File: src/pbr_pkg.sv
// Package of register indices, field positions and reset values
package pbr_pkg;
  localparam logic [4:0] ADDR_CTRL   = 5'h00;
  localparam logic [4:0] ADDR_STAT   = 5'h01;
  localparam logic [4:0] ADDR_IDH    = 5'h02;
  localparam logic [4:0] ADDR_IDL    = 5'h03;
  localparam logic [4:0] ADDR_ADV    = 5'h04;
  localparam logic [4:0] ADDR_LPA    = 5'h05;
  localparam logic [4:0] ADDR_EXP    = 5'h06;
  localparam logic [4:0] ADDR_NPTX   = 5'h07;
  localparam logic [4:0] ADDR_LPNP   = 5'h08;
  localparam logic [4:0] ADDR_GCTL   = 5'h09;
  localparam int NUM_REGS            = 10;
  localparam int CTL_RESET_BIT       = 15;
  localparam int CTL_SPEED_LSB       = 13;
  localparam int CTL_ANEG_EN         = 12;
  localparam int CTL_PDOWN           = 11;
  localparam int CTL_ISOLATE         = 10;
  localparam int CTL_RESTART         = 9;
  localparam int CTL_DUPLEX          = 8;
  localparam int CTL_SPEED_MSB       = 6;
  localparam int CTL_UNIDIR          = 5;
  localparam logic [15:0] CTL_RST    = 16'h1040;
  localparam logic [15:0] CTL_WMASK  = 16'hFFE0;
  localparam logic [15:0] STAT_FIXED = 16'h7949;
  localparam logic [15:0] ADV_RST    = 16'h01E1;
  localparam logic [15:0] ADV_WMASK  = 16'hBFFF;
  localparam logic [15:0] NPTX_RST   = 16'h2001;
  localparam logic [15:0] NPTX_WMASK = 16'hB7FF;
  localparam logic [15:0] GCTL_RST   = 16'h0700;
  localparam logic [15:0] EXP_NP_ABLE = 16'h0004;
  localparam real SRST_WAIT_US       = 1.0;
  localparam real CLK_MHZ            = 125.0;
  localparam int SRST_CYCLES = int'(SRST_WAIT_US * CLK_MHZ);
  localparam int SRST_CNT_W  = 8;
  typedef enum logic [1:0] {
    SPD_10   = 2'b00,
    SPD_100  = 2'b01,
    SPD_1000 = 2'b10,
    SPD_RSVD = 2'b11
  } pbr_speed_t;
endpackage

File: src/pbr_latch.sv
// Latched status bit that holds an event until read, then rearms
`timescale 1ns/1ns
`default_nettype none
module pbr_latch #(
  parameter logic HOLD_VAL = 1'b1
) (
  input  wire logic CLK,
  input  wire logic NRST,
  input  wire logic CE,
  input  wire logic CLR,
  input  wire logic COND,
  input  wire logic RD,
  output logic      Q
);
  logic q_r;
  logic q_nxt;
  // Event beats a read in the same cycle; a read rearms to live condition
  assign q_nxt = (COND == HOLD_VAL) ? HOLD_VAL : (RD ? COND : q_r);
  always_ff @(posedge CLK or negedge NRST) begin
    if (!NRST) begin
      // Power-up reads as zero, link down included
      q_r <= 1'b0;
    end else if (CE) begin
      q_r <= CLR ? ~HOLD_VAL : q_nxt;
    end
  end
  assign Q = q_r;
endmodule // pbr_latch
`default_nettype wire

File: src/pbr_regs.sv
// Base management register set 0..9 of one transceiver port
`timescale 1ns/1ns
`default_nettype none
module pbr_regs #(
  parameter logic [15:0] ORG_ID_HIGH = 16'h1234, // Arbitrary value
  parameter logic [5:0]  ORG_ID_LOW  = 6'h2A,    // Arbitrary value
  parameter logic [5:0]  MODEL_NUM   = 6'h15,    // Arbitrary value
  parameter logic [3:0]  REVISION    = 4'h1      // Arbitrary value
) (
  input  wire logic        CLK,
  input  wire logic        NRST,
  input  wire logic        CE,
  input  wire logic        REG_WE,
  input  wire logic        REG_RE,
  input  wire logic [4:0]  REG_ADDR,
  input  wire logic [15:0] REG_WDATA,
  output logic [15:0]      REG_RDATA,
  output logic             REG_BUSY,
  input  wire logic        LINK_UP,
  input  wire logic        FAR_FAULT,
  input  wire logic        JABBER,
  input  wire logic        ANEG_DONE,
  input  wire logic        PAR_DET_FAULT,
  input  wire logic        PAGE_RX,
  input  wire logic [15:0] LINK_PARTNER_BASE,
  input  wire logic [15:0] LINK_PARTNER_NEXT,
  input  wire logic        LINK_PARTNER_NP,
  input  wire logic        LINK_PARTNER_AN,
  input  wire logic        NP_SENT,
  input  wire logic        FIBER_MODE,
  input  wire logic        TS_ACTIVE,
  input  wire logic        CRYPTO_ACTIVE,
  input  wire logic        LEGACY_EEE,
  input  wire logic [7:0]  MAC_RX_IN,
  input  wire logic [7:0]  MAC_TX_DATA,
  output logic [7:0]       MAC_RX_OUT,
  output logic             MAC_OUT_OE_N,
  output logic [7:0]       MAC_TX_TO_MEDIA,
  output logic             TX_ALLOWED,
  output logic             ANEG_RESTART,
  output logic             ANEG_ENABLE,
  output logic             POWER_DOWN,
  output logic             FULL_DUPLEX,
  output logic [1:0]       SPEED,
  output logic             HDX_OFFERED,
  output logic [2:0]       TEST_MODE,
  output logic             MS_MANUAL,
  output logic             MS_MASTER,
  output logic             COLL_TEST,
  output logic             LOOPBACK
);
  localparam int CNT_W = pbr_pkg::SRST_CNT_W;
  logic [15:0]            ctrl_r;
  logic [15:0]            adv_r;
  logic [15:0]            nptx_r;
  logic [15:0]            gctl_r;
  logic [15:0]            rdata_r;
  logic [15:0]            lpa_r;
  logic [15:0]            lpnp_r;
  logic                   toggle_r;
  logic                   restart_r;
  logic [CNT_W-1:0]       srst_cnt_r;
  logic                   soft_rst;
  logic                   wr_ctrl;
  logic                   wr_adv;
  logic                   wr_nptx;
  logic                   wr_gctl;
  logic                   rd_stat;
  logic                   rd_exp;
  logic                   link_q;
  logic                   fault_q;
  logic                   jab_q;
  logic                   pdf_q;
  logic                   page_q;
  logic [15:0]            stat_word;
  logic [15:0]            exp_word;
  logic [15:0]            nptx_word;
  logic [15:0]            rd_mux;
  logic                   bus_ok;
  logic                   isolate;
  localparam int SRST_CNT = pbr_pkg::SRST_CYCLES;
  localparam logic [CNT_W-1:0] SRST_LOAD = CNT_W'(SRST_CNT);

  // Masked merge keeps read-only and reserved bits
  function automatic logic [15:0] merge(input logic [15:0] old_v,
                                        input logic [15:0] new_v,
                                        input logic [15:0] mask);
    merge = (old_v & ~mask) | (new_v & mask);
  endfunction

  // Accesses during the software-reset wait are dropped
  assign bus_ok  = (srst_cnt_r == '0);
  assign wr_ctrl = CE && bus_ok && REG_WE && REG_ADDR == pbr_pkg::ADDR_CTRL;
  assign wr_adv  = CE && bus_ok && REG_WE && REG_ADDR == pbr_pkg::ADDR_ADV;
  assign wr_nptx = CE && bus_ok && REG_WE && REG_ADDR == pbr_pkg::ADDR_NPTX;
  assign wr_gctl = CE && bus_ok && REG_WE && REG_ADDR == pbr_pkg::ADDR_GCTL;
  assign rd_stat = bus_ok && REG_RE && REG_ADDR == pbr_pkg::ADDR_STAT;
  assign rd_exp  = bus_ok && REG_RE && REG_ADDR == pbr_pkg::ADDR_EXP;
  assign soft_rst = wr_ctrl && REG_WDATA[pbr_pkg::CTL_RESET_BIT];
  assign REG_BUSY = !bus_ok;

  always_ff @(posedge CLK or negedge NRST) begin
    if (!NRST) begin
      srst_cnt_r <= '0;
    end else if (CE) begin
      if (soft_rst) begin
        srst_cnt_r <= SRST_LOAD;
      end else if (!bus_ok) begin
        srst_cnt_r <= srst_cnt_r - 1'b1;
      end
    end
  end

  // Reset and restart bits never store: they read back as zero
  always_ff @(posedge CLK or negedge NRST) begin
    if (!NRST) begin
      ctrl_r <= pbr_pkg::CTL_RST;
      adv_r  <= pbr_pkg::ADV_RST;
      nptx_r <= pbr_pkg::NPTX_RST;
      gctl_r <= pbr_pkg::GCTL_RST;
    end else if (CE) begin
      if (soft_rst) begin
        ctrl_r <= pbr_pkg::CTL_RST;
        adv_r  <= pbr_pkg::ADV_RST;
        nptx_r <= pbr_pkg::NPTX_RST;
        gctl_r <= pbr_pkg::GCTL_RST;
      end else begin
        if (wr_ctrl) begin
          ctrl_r <= merge(ctrl_r, REG_WDATA, pbr_pkg::CTL_WMASK) &
                    16'h7DFF;
        end
        if (wr_adv) begin
          adv_r <= merge(adv_r, REG_WDATA, pbr_pkg::ADV_WMASK);
        end
        if (wr_nptx) begin
          nptx_r <= merge(nptx_r, REG_WDATA, pbr_pkg::NPTX_WMASK);
        end
        if (wr_gctl) begin
          gctl_r <= REG_WDATA;
        end
      end
    end
  end

  // Restart pulse is one cycle wide; the stored bit reads 0
  always_ff @(posedge CLK or negedge NRST) begin
    if (!NRST) begin
      restart_r <= 1'b0;
    end else if (CE) begin
      restart_r <= wr_ctrl && !soft_rst &&
                   REG_WDATA[pbr_pkg::CTL_RESTART];
    end
  end

  // Toggle flips on each sent page; read value is the inverse
  // Partner pages snapshot on page arrival, hold otherwise
  always_ff @(posedge CLK or negedge NRST) begin
    if (!NRST) begin
      toggle_r <= 1'b1; // Toggle reads 0 until a page is sent
      lpa_r    <= '0;
      lpnp_r   <= '0;
    end else if (CE) begin
      if (NP_SENT) begin
        toggle_r <= nptx_word[11];
      end
      if (PAGE_RX) begin
        lpa_r  <= LINK_PARTNER_BASE;
        lpnp_r <= LINK_PARTNER_NEXT;
      end
    end
  end

  // Sticky status bits survive software reset
  pbr_latch #(.HOLD_VAL(1'b0)) u_link (
    .CLK(CLK), .NRST(NRST), .CE(CE), .CLR(1'b0),
    .COND(LINK_UP), .RD(rd_stat), .Q(link_q));
  pbr_latch #(.HOLD_VAL(1'b1)) u_fault (
    .CLK(CLK), .NRST(NRST), .CE(CE), .CLR(1'b0),
    .COND(FAR_FAULT), .RD(rd_stat), .Q(fault_q));
  pbr_latch #(.HOLD_VAL(1'b1)) u_jab (
    .CLK(CLK), .NRST(NRST), .CE(CE), .CLR(1'b0),
    .COND(JABBER), .RD(rd_stat), .Q(jab_q));
  pbr_latch #(.HOLD_VAL(1'b1)) u_pdf (
    .CLK(CLK), .NRST(NRST), .CE(CE), .CLR(1'b0),
    .COND(PAR_DET_FAULT), .RD(rd_exp), .Q(pdf_q));
  pbr_latch #(.HOLD_VAL(1'b1)) u_page (
    .CLK(CLK), .NRST(NRST), .CE(CE), .CLR(1'b0),
    .COND(PAGE_RX), .RD(rd_exp), .Q(page_q));

  // Fixed capabilities plus live and latched bits
  assign stat_word = pbr_pkg::STAT_FIXED |
                     {10'h000, ANEG_DONE, fault_q, 1'b0, link_q,
                      jab_q, 1'b0} |
                     {8'h00, FIBER_MODE, 7'h00};
  assign exp_word  = {11'h000, pdf_q, LINK_PARTNER_NP, 1'b0, page_q,
                      LINK_PARTNER_AN} | pbr_pkg::EXP_NP_ABLE;
  assign nptx_word = {nptx_r[15:12], ~toggle_r, nptx_r[10:0]};

  always_comb begin
    case (REG_ADDR)
      pbr_pkg::ADDR_CTRL: rd_mux = ctrl_r;
      pbr_pkg::ADDR_STAT: rd_mux = stat_word;
      pbr_pkg::ADDR_IDH:  rd_mux = ORG_ID_HIGH;
      pbr_pkg::ADDR_IDL:  rd_mux = {ORG_ID_LOW, MODEL_NUM, REVISION};
      pbr_pkg::ADDR_ADV:  rd_mux = adv_r;
      pbr_pkg::ADDR_LPA:  rd_mux = lpa_r;
      pbr_pkg::ADDR_EXP:  rd_mux = exp_word;
      pbr_pkg::ADDR_NPTX: rd_mux = nptx_word;
      pbr_pkg::ADDR_LPNP: rd_mux = lpnp_r;
      pbr_pkg::ADDR_GCTL: rd_mux = gctl_r;
      default:            rd_mux = 16'h0000;
    endcase
  end

  always_ff @(posedge CLK or negedge NRST) begin
    if (!NRST) begin
      rdata_r <= '0;
    end else if (CE && REG_RE && bus_ok) begin
      rdata_r <= rd_mux;
    end
  end
  assign REG_RDATA = rdata_r;

  // Mode outputs steered by control bits; half-duplex offer gated by the TS, crypto and EEE inputs
  assign isolate      = ctrl_r[pbr_pkg::CTL_ISOLATE];
  assign MAC_OUT_OE_N = isolate;
  assign MAC_RX_OUT   = isolate ? 8'h00 : MAC_RX_IN;
  assign MAC_TX_TO_MEDIA = isolate ? 8'h00 : MAC_TX_DATA;
  assign ANEG_RESTART = restart_r;
  assign ANEG_ENABLE  = ctrl_r[pbr_pkg::CTL_ANEG_EN];
  assign POWER_DOWN   = ctrl_r[pbr_pkg::CTL_PDOWN];
  assign FULL_DUPLEX  = ctrl_r[pbr_pkg::CTL_DUPLEX];
  assign SPEED = {ctrl_r[pbr_pkg::CTL_SPEED_MSB],
                  ctrl_r[pbr_pkg::CTL_SPEED_LSB]};
  assign COLL_TEST    = ctrl_r[7];
  assign LOOPBACK     = ctrl_r[14];
  // Unidirectional honoured only forced, full duplex, fiber
  assign TX_ALLOWED = !isolate && (link_q || LINK_UP ||
                      (!ANEG_ENABLE && FULL_DUPLEX && FIBER_MODE &&
                       ctrl_r[pbr_pkg::CTL_UNIDIR]));
  assign HDX_OFFERED = !(TS_ACTIVE || CRYPTO_ACTIVE || LEGACY_EEE);
  assign TEST_MODE   = gctl_r[15:13];
  assign MS_MANUAL   = gctl_r[12];
  // Host must set this before forcing gigabit
  assign MS_MASTER   = gctl_r[12] & gctl_r[11];
endmodule // pbr_regs
`default_nettype wire

File: config.mk
export PLATFORM = sky130hd
export DESIGN_NAME = pbr_regs
export DESIGN_NICKNAME = d
export VERILOG_FILES = /design/src/pbr_pkg.sv /design/src/pbr_latch.sv /design/src/pbr_regs.sv
export SDC_FILE = /design/constraint.sdc
export NUM_CORES = 1
export LEC_CHECK = 0
export BUFFER_PORTS_ARGS = -buffer_cell sky130_fd_sc_hd__clkbuf_2
export CORE_ASPECT_RATIO = 1.25
export CORE_UTILIZATION = 45
export CTS_CLUSTER_DIAMETER = 100
export CTS_CLUSTER_SIZE = 28
export DETAILED_ROUTE_END_ITERATION = 8
export GPL_TIMING_DRIVEN = 0
export PLACE_DENSITY_LB_ADDON = 0.05
export SLEW_MARGIN = 20
export SYNTH_ARGS = -nofsm -noshare
export SYNTH_HDL_FRONTEND = slang
export SYNTH_SLANG_ARGS = --single-unit
File: constraint.sdc
create_clock -name CLK -period 2.15 [get_ports CLK]
set_input_delay 0.1075 -clock CLK [delete_from_list [all_inputs] [get_ports CLK]]
set_output_delay 0.1075 -clock CLK [all_outputs]
set_load 0.01 [all_outputs]
After elaboration in Yosys (flattened, before gate mapping)
Index checks and enable logic that the tools add are counted.
{"block": "totals", "reg_bits": 127, "input_bits": 87, "wordCells": 103}
{"block": "op_classes", "n_addsub": 1, "eq_ne": 11, "muxes": 21, "bitwise": 6, "n_reduce_logical": 49}
{"operator": "case mux 16 bit (10 select lines)", "count": 1}
{"operator": "2-to-1 mux 16 bit", "count": 8}
{"operator": "2-to-1 mux 8 bit", "count": 4}
{"operator": "bitwise OR 15 x 16 -> 16 bit", "count": 2}
{"operator": "AND reduction 2 bit", "count": 12}
{"operator": "equality test 5 x 3 -> 1 bit, second input constant", "count": 4}
{"operator": "logical AND 1 bit", "count": 18}
{"operator": "nonzero test 2 bit", "count": 8}
{"operator": "bitwise OR 15 x 8 -> 15 bit", "count": 1}
{"operator": "bitwise OR 5 x 15 -> 15 bit", "count": 1}
{"operator": "equality test 5 x 2 -> 1 bit, second input constant", "count": 2}
{"operator": "equality test 5 x 4 -> 1 bit, second input constant", "count": 2}
{"operator": "logical NOT 8 bit", "count": 1}
{"operator": "2-to-1 mux 1 bit", "count": 8}
{"operator": "subtractor 8 x 1 -> 8 bit, second input constant", "count": 1}
{"operator": "equality test 5 x 1 -> 1 bit, second input constant", "count": 1}
{"operator": "logical NOT 1 bit", "count": 5}
{"operator": "logical NOT 5 bit", "count": 1}
{"operator": "logical OR 1 bit", "count": 4}
{"operator": "!= test 2 x 1 -> 1 bit, second input constant", "count": 1}
{"operator": "!= test 2 bit, second input constant", "count": 1}
{"operator": "AND 1 bit", "count": 1}
{"operator": "inverter 1 bit", "count": 1}

Longest topological paths before layout
Gate-level depths: netlist of run 1.
{"block": "logic_depth", "ltp_word": 8, "ltp_mapped": 8, "depth_no_buf": 7}

Cells and area by module
A second synthesis of run 1 with hierarchy kept.
{"block": "unflattened", "cells_unflattened": 597, "hier_area_um2": 5948.2}
{"module": "pbr_regs", "instances": 1, "cells_per_inst": 576, "area_each_um2": 5675.4, "seq_area_each_um2": 2819.0}
{"module": "pbr_latch (u_fault ...)", "instances": 4, "cells_per_inst": 4, "area_each_um2": 56.3, "seq_area_each_um2": 25.0}
{"module": "pbr_latch (u_link)", "instances": 1, "cells_per_inst": 5, "area_each_um2": 47.5, "seq_area_each_um2": 25.0}

Worst setup path before layout of run 1
Ideal clock, no wire load.
{"block": "synth_path", "kind": "flip-flop to flip-flop", "from": "reg srst_cnt_r[3]", "to": "reg rdata_r[9], in the netlist REG_RDATA[9]", "setup_time_ns": 0.121, "arrival_time_ns": 1.948, "t_required_ns": 2.029, "path_slack_ns": 0.081, "path_stages_with_launch": 7, "n_path_buf": 2, "cell_sequence": "dfrtp_1 -> or4_1 -> buf_2 -> nor4_4 -> nand2_2 -> buf_6 -> a22o_1"}
{"block": "synth_between", "elab_chain_len": 2}
{"item": "start: declaration", "line_no": "pbr_regs.sv:62", "text": "logic [CNT_W-1:0] srst_cnt_r;"}
{"item": "start signal: assignment", "line_no": "pbr_regs.sv:109", "text": "srst_cnt_r <= srst_cnt_r - 1'b1;"}
{"item": "logical NOT 8 bit", "line_no": "pbr_regs.sv:92", "text": "assign bus_ok = (srst_cnt_r == '0);"}
{"item": "logical AND 1 bit", "line_no": "pbr_regs.sv:218", "text": "end else if (CE && REG_RE && bus_ok) begin"}
{"item": "end signal: assignment", "line_no": "pbr_regs.sv:219", "text": "rdata_r <= rd_mux;"}
{"item": "end: declaration", "line_no": "pbr_regs.sv:57", "text": "logic [15:0] rdata_r;"}
Every way passes these cells.
A chain may end at the register's enable or synchronous reset.

Worst setup path in the final report of run 1
{"block": "layout_path", "from": "reg srst_cnt_r[5]", "to": "reg adv_r[7]"}
{"block": "layout_between", "elab_chain_len": 7, "elab_cells_between_ends": 9, "classes_between": "1 x mux; 8 x reduce/logical"}
{"item": "logical NOT 8 bit *", "line_no": "pbr_regs.sv:92"}
{"item": "logical AND 1 bit * (2 in series)", "line_no": "pbr_regs.sv:93, pbr_regs.sv:94"}
{"item": "logical AND 1 bit", "line_no": "pbr_regs.sv:93", "text": "assign wr_ctrl = CE && bus_ok && REG_WE && REG_ADDR == pbr_pkg::ADDR_CTRL;"}
{"item": "logical AND 1 bit", "line_no": "pbr_regs.sv:99", "text": "assign soft_rst = wr_ctrl && REG_WDATA[pbr_pkg::CTL_RESET_BIT];"}
{"item": "nonzero test 2 bit (no source line)"}
{"item": "AND reduction 2 bit (no source line)"}
{"item": "end signal: assignment", "line_no": "pbr_regs.sv:118", "text": "adv_r <= pbr_pkg::ADV_RST;"}
{"item": "end signal: assignment", "line_no": "pbr_regs.sv:124", "text": "adv_r <= pbr_pkg::ADV_RST;"}
{"item": "end signal: assignment", "line_no": "pbr_regs.sv:133", "text": "adv_r <= merge(adv_r, REG_WDATA, pbr_pkg::ADV_WMASK);"}
{"item": "end: declaration", "line_no": "pbr_regs.sv:54", "text": "logic [15:0] adv_r;"}
Every way passes the cells marked *; elsewhere a longest branch is shown, timed or not.

==> run_results.csv, run 1 <==
group,metric,value,unit
setup_path,worst-path-max-fanout,10,
finish,fin_nets,871,
clock_network,cts_buffers,17,
setup_path,crit_arrival,2470,ps
finish,layout-drive-gt1-share,0.342,
pwr,pwr-share-comb,0.143,
synthesis,yosys-top-cells-area,"dfrtp_1 45%, mux2_2 7.0%, nand2_1 6.3%",
finish,regArea,0.00294,sq mm
route,vias,5407,
setup_path,cp.required,2490,ps
sta,max_freq,0.471,GHz
global_route,grt_pass1_wl,29100,um
min_path,hold_depth,3,
synthesis,ys_ff_latch,117,
route,drc,0,
global_route,antenna_found_initial,0,
floorplanning,start_util,0.467,
pwr,seq_power_share,0.399,
pwr,ir_drop,0.000485,V
place,dpl.hpwl,13300,um
route,drt-total-wl,19200,um
synthesis,netlist_area,0.00576,sq mm
synthesis,syn_inst,571,
finish,diodes,0,
sta,setup_violations,0,
clock_network,path_clk_slew,50,ps
synthesis,synth_common_cells,"104 x dfrtp_1, 96 x nand2_1, 36 x mux2_2",
synthesis,yosysSeqAreaShare,0.511,
pwr,power.density,817,mW/mm^2
pwr,switching_share,0.259,
run,cap_viol_max_count,0,
synthesis,async_flop_share,1.00,
sta,skew,9.49,ps
floorplanning,placementRows,45,
sta,holdWs,11.9,ps
synthesis,synth_top_area_cell,"dfrtp_1",
global_route,grt_max_degree,82,
sta,slew_violations,0,
clock_network,clk_path_buf_depth,2,
min_path,hold_class,"primary input to flop",
route,drt_iter0_markers,524,
sta,layout_setup_ws,25.5,ps
finish,layout-area-overhead-vs-synth,38.6,%
route,ant_nets,0,
clock_network,cts.sinks,117,
floorplanning,fp.dieW,103,um
place,place_ws,-479,ps
finish,fillCellCount,1031,
synthesis,synth_edf_count,0,
floorplanning,top_level_ports,136,
sta,tightest_slew,845,ps
synthesis,syn_area_per_cell,10.1,sq um
pwr,clkPwrFrac,0.458,
setup_path,crit_path_end_kind,"flop",
synthesis,synth_top_area_share,0.452,
clock_network,clock-root-buffer,"clkbuf_16",
floorplanning,fp.dieH,128,um
route,avgViaCountPerCell,5.63,
floorplanning,coreArea,0.0123,sq mm
pwr,p_int,4.83,mW
synthesis,synth_cell_types,61,
sta,relSlewSlack,0.434,
floorplanning,fp.dieArea,0.0133,sq mm
sta,hold_viol,0,
finish,multi_input_area,0.00261,sq mm
sta,finalCriticalPeriod,2120,ps
status,status,"complete, no violations",
sta,period_share,0.988,
clock_network,cts_max_level,4,
synthesis,ys.flop_type,"dfrtp_1",
place,place_congestion,0.909,
setup_path,crit_type,"flop to flop",
place,port_buffers,133,
sta,grt_setup_unrepaired,"true",
clock_network,cts_tree,"done",
clock_network,clock_latency,420,ps
global_route,track_usage,0.302,
route,wl_per_cell,20.0,um
pwr,p_switching,1.69,mW
pwr,p_leak,3.74,nW
global_route,first_global_vias,5411,
global_route,gr-total-overflow,0,
setup_path,r2r_cells,8,
synthesis,syn-num-nets,659,
route,first_pass_iters,6,
synthesis,yosys_warnings,0,
setup_path,critPathLaunchType,"flop",
finish,final_util,0.647,
synthesis,synth.most_common_cell,"dfrtp_1",
==> per-stage QoR <==
| step | setup TNS [ps] | power, mW | std cells | area, sq um |
|---|---|---|---|---|
| final | 0 | 6.52 | 960 | 7980 |
| after global routing | -162 | 6.73 | 960 | 7980 |
| after CTS | 0 | 6.51 | 958 | 7930 |
| after detailed placement | -22780 | 3.43 | 869 | 6670 |
| after global placement | -99430 | 3.39 | 868 | 6630 |
| after floorplan | 0 | 3.07 | 571 | 5760 |
==> power by group through the flow <==
| stage | clock network (mW) | registers, mW | logic, mW |
|---|---|---|---|
| 6_report | 2.99 | 2.60 | 0.930 |
| 5_1_grt | 3.09 | 2.62 | 1.02 |
| 4_1_cts | 2.99 | 2.59 | 0.928 |
| 3_5_place_dp | 0 | 2.64 | 0.795 |
| 3_3_place_gp | 0 | 2.63 | 0.762 |
| 2_1_floorplan | 0 | 2.58 | 0.487 |
==> worst max-delay path, cell delays in order (launching register included) <==
cell     delay (ps)
dfrtp_1         380
or4_4           610
nor4_4          170
buf_6           170
buf_12          100
nand4_1         110
buf_6           180
buf_6           150
a21oi_1         170
==> final cells by class <==
type	instances	share of cell area
well taps	164	0.0257
plain buffers	38	0.0282
inverters	16	0.00752
repair buffers	194	0.164
flip-flops and latches	117	0.369
multi-input cells	399	0.327
clock buffers	21	0.0602
clock inverters	11	0.0187
==> cell usage in the layout, fill, tap and decap left out, types with 5 or more instances in the layout <==
master | netlist | layout
clkbuf_2 | 0 | 135
dfrtp_1 | 104 | 104
nand2_1 | 96 | 95
dlygate4sd3_1 | 0 | 51
mux2_2 | 36 | 36
o21ai_0 | 30 | 30
o21ai_1 | 29 | 29
nor2_1 | 22 | 22
a21oi_1 | 20 | 20
nor2b_1 | 17 | 17
clkbuf_16 | 0 | 17
inv_1 | 16 | 16
a22o_1 | 16 | 16
nor3_1 | 16 | 13
mux2i_1 | 13 | 13
dfstp_2 | 13 | 13
clkbuf_1 | 14 | 11
buf_4 | 7 | 11
nand2b_1 | 11 | 10
nand3_1 | 9 | 8
buf_6 | 2 | 8
buf_2 | 11 | 7
clkinvlp_4 | 0 | 6
buf_1 | 5 | 5
o22ai_1 | 5 | 5
nor3_2 | 4 | 5
a22oi_1 | 5 | 5
a221oi_1 | 5 | 5
clkbuf_8 | 0 | 5
==> cells by family after synthesis <==
logic type | after synthesis | synth area share
and+or+nand+nor | 207 | 0.183
AOI/OAI and AO/OA | 137 | 0.153
DFF | 117 | 0.511
buffers and inverters | 55 | 0.0454
muxes | 51 | 0.101
xor gates and xnor gates | 3 | 0.00457
adders and majority gates | 1 | 0.00217
==> state kept, by name (all words and copies together) (netlist names), 8 cells and up <==
register    count
adv_r          15
gctl_r         16
lpa_r          16
lpnp_r         16
srst_cnt_r      8
REG_RDATA      16
ctrl_r          9
nptx_r         14
==> worst paths after layout <==
path | startpoint | endpoint | slack, ps
worst max-delay path | srst_cnt_r[5] | adv_r[7] | 30
worst min-delay path | REG_WDATA[7] | ctrl_r[7] | 10
worst max register to register | srst_cnt_r[5] | adv_r[7] | 30
worst min register to register | adv_r[0] | adv_r[0] | 470
max in group asynchronous | NRST | adv_r[8] | 1220
min in group asynchronous | NRST | lpa_r[8] | 170
==> routing by layer <==
metal | routed length (um) | GRT usage | vias up | part of all wire
met4 | 461 | 0.108 | 0 | 0.024
met5 | 0 | 0 | - | 0
li1 | - | - | 2463 | -
met2 | 9500 | 0.506 | 239 | 0.50
met1 | 8000 | 0.395 | 2665 | 0.42
met3 | 1200 | 0.0489 | 40 | 0.063
==> timing repair <==
item / CTS / global route
pin swaps: 3 / 1
endpoints found under the setup margin: 77 / 61
hold buffers: 51 / 0
buffers inserted: 6 / 2
resized for setup: 13 / 13
hold endpoints to repair: 104 / 0
cloned: 0 / 1
Power figures use the tool's default switching activity.
==> run 2, diff against run 1 <==
--- a/config.mk
+++ b/config.mk
@@ -12,7 +12,7 @@
 export CTS_CLUSTER_SIZE = 28
 export DETAILED_ROUTE_END_ITERATION = 8
 export GPL_TIMING_DRIVEN = 0
-export PLACE_DENSITY_LB_ADDON = 0.05
+export PLACE_DENSITY = 0.7
 export SLEW_MARGIN = 20
 export SYNTH_ARGS = -nofsm -noshare
 export SYNTH_HDL_FRONTEND = slang
==> run 2 against run 1 <==
Critical path depth decreased by 1. Wire length shrank 1.9%. Global-route usage is 0.23 points higher. Hold slack improved by 41 ps. Die area unchanged. Utilization up 0.30 points. Combinational power grew 3.5%.
==> run_results.csv, run 2 (same netlist as run 1, synthesis figures left out) <==
group,metric,value,unit
floorplanning,coreArea,0.0123,sq mm
route,wl_per_cell,19.4,um
route,drt-total-wl,18800,um
sta,hold_viol,0,
sta,setup_violations,0,
sta,slew_violations,0,
clock_network,clock_latency,420,ps
clock_network,path_clk_slew,50,ps
setup_path,cpMaxStageDelayCell,"or4_4",
sta,skew,8.88,ps
pwr,power.density,774,mW/mm^2
global_route,grt_pass1_wl,29200,um
clock_network,clk_path_buf_depth,2,
setup_path,r2r_setup_slack,50,ps
run,cap_viol_max_count,0,
place,dpl.hpwl,13100,um
pwr,ir_drop,0.000616,V
route,vias,5489,
pwr,pwr-share-comb,0.155,
setup_path,crit_path_end_kind,"flop",
clock_network,cts_buffers,17,
floorplanning,placementRows,45,
setup_path,critPathLaunchType,"flop",
sta,fin_setup_tns,0,ps
min_path,worstHoldStart,"REG_WDATA[12]",
place,place_ws,-549,ps
sta,relSlewSlack,0.383,
sta,max_freq,0.476,GHz
setup_path,path_depth,7,
floorplanning,fp.dieW,103,um
clock_network,clock-root-buffer,"clkbuf_16",
setup_path,crit_type,"flop to flop",
pwr,clkPwrFrac,0.425,
setup_path,cp-endpoint,"ctrl_r[8]",
clock_network,cts.sinks,117,
setup_path,path_cells,"or4_4 -> nor3_4 -> buf_6 -> nand2_8 -> buf_8 -> nand2_1 -> o21ai_0",
pwr,total_power,6.20,mW
floorplanning,fp.dieH,128,um
route,avgViaCountPerCell,5.66,
setup_path,crit_arrival,2380,ps
finish,fillCellCount,978,
setup_path,cp.required,2430,ps
route,ant_nets,0,
global_route,gr-total-overflow,0,
pwr,seq_power_share,0.420,
min_path,hold_class,"primary input to flop",
setup_path,r2r_cells,7,
sta,finalCriticalPeriod,2100,ps
finish,final_common_cell,"clkbuf_2",
finish,fin_nets,881,
finish,layout-drive-gt1-share,0.341,
route,first_pass_iters,5,
place,port_buffers,133,
place,place_congestion,0.939,
route,drc,0,
global_route,grt_max_degree,65,
global_route,first_global_vias,5474,
setup_path,crit_family,"simple AND/OR/NAND/NOR gates",
floorplanning,top_level_ports,136,
sta,layout_setup_ws,48.8,ps
finish,diodes,0,
sta,holdWs,53.4,ps
setup_path,crit_start,"srst_cnt_r[5]",
floorplanning,fp.dieArea,0.0133,sq mm
finish,layout-area-overhead-vs-synth,39.3,%
clock_network,cts_max_level,4,
pwr,switching_share,0.258,
setup_path,r2r_end,"ctrl_r[8]",
setup_path,crit_buf_inv,2,
clock_network,cts_tree,"done",
setup_path,critPathMaxStageDelay,580,ps
pwr,p_switching,1.60,mW
sta,period_share,0.977,
pwr,p_leak,3.78,nW
global_route,track_usage,0.305,
status,status,"complete, no violations",
setup_path,worst-path-max-fanout,11,
floorplanning,start_util,0.467,
setup_path,r2r_start,"srst_cnt_r[5]",
pwr,p_int,4.60,mW
place,dp.cells,869,
sta,tightest_slew,922,ps
finish,instances_no_fill,970,
finish,layout_common_cells,"132 x clkbuf_2, 104 x dfrtp_1, 95 x nand2_1",
global_route,antenna_found_initial,0,
route,drt_iter0_markers,603,
[run 2: changes by cell type in the layout (fill, tap and decap cells not counted), sizes merged]
cell / previous run / this run
dlygate4sd3: 51 / 53
bufinv: 3 / 1
clkinv: 2 / 5
buf: 34 / 43
clkbuf: 168 / 172
clkinvlp: 6 / 0
[run 2: timing repair]
item,CTS,global route
buffers inserted,12,3
hold buffers,53,0
endpoints found under the setup margin,77,74
resized for setup,22,14
cloned,2,1
hold endpoints to repair,123,0
pin swaps,2,3
[run 2: cell type report]
| cell class | instances | area (sq um) | area share |
|---|---|---|---|
| clock inverters | 6 | 55.1 | 0.00687 |
| clock buffers | 26 | 499 | 0.0623 |
| repair buffers | 204 | 1400 | 0.174 |
| plain buffers | 38 | 238 | 0.0296 |
| flip-flops and latches | 117 | 2940 | 0.367 |
| inverters | 16 | 60.1 | 0.00749 |
| multi-input cells | 399 | 2620 | 0.327 |
| well taps | 164 | 205 | 0.0256 |
[run 2: metal layers]
| layer | vias up | GRT usage | routed length, um |
|---|---|---|---|
| met2 | 301 | 0.498 | 9110 |
| li1 | 2482 | - | - |
| met3 | 60 | 0.0706 | 1440 |
| met1 | 2646 | 0.381 | 7570 |
| met4 | 0 | 0.141 | 692 |
| met5 | - | 0 | 0 |
[run 2: per-stage QoR]
step                      cell area [sq um]  utilization
after floorplan                        5760            -
after global routing                   8020        0.650
after global placement                 6630        0.537
after CTS                              7930        0.643
after detailed placement               6660        0.540
final                                  8020        0.650
[run 2: worst min path at each step]
stage	slack (ps)	cells after the start	endpoint
2_1_floorplan	-190	0	ANEG_RESTART
3_3_place_gp	330	3	toggle_r
3_5_place_dp	100	1	lpa_r[4]
4_1_cts	30	3	ctrl_r[12]
5_1_grt	50	3	ctrl_r[12]
6_report	50	3	ctrl_r[12]
[run 2: worst register-to-register path: stages, from the launching register on]
cell and delay [ps]:
dfrtp_1 390, or4_4 580, nor3_4 370, buf_6 190, nand2_8 90, buf_8 210, nand2_1 60, o21ai_0 90
[run 2: power by group through the flow]
stage	Combinational [mW]	Clock [mW]	Sequential, mW
after floorplan	0.487	0	2.58
after global placement	0.757	0	2.63
after detailed placement	0.791	0	2.64
after CTS	0.934	2.66	2.60
after global routing	1.06	2.76	2.62
final	0.963	2.63	2.61
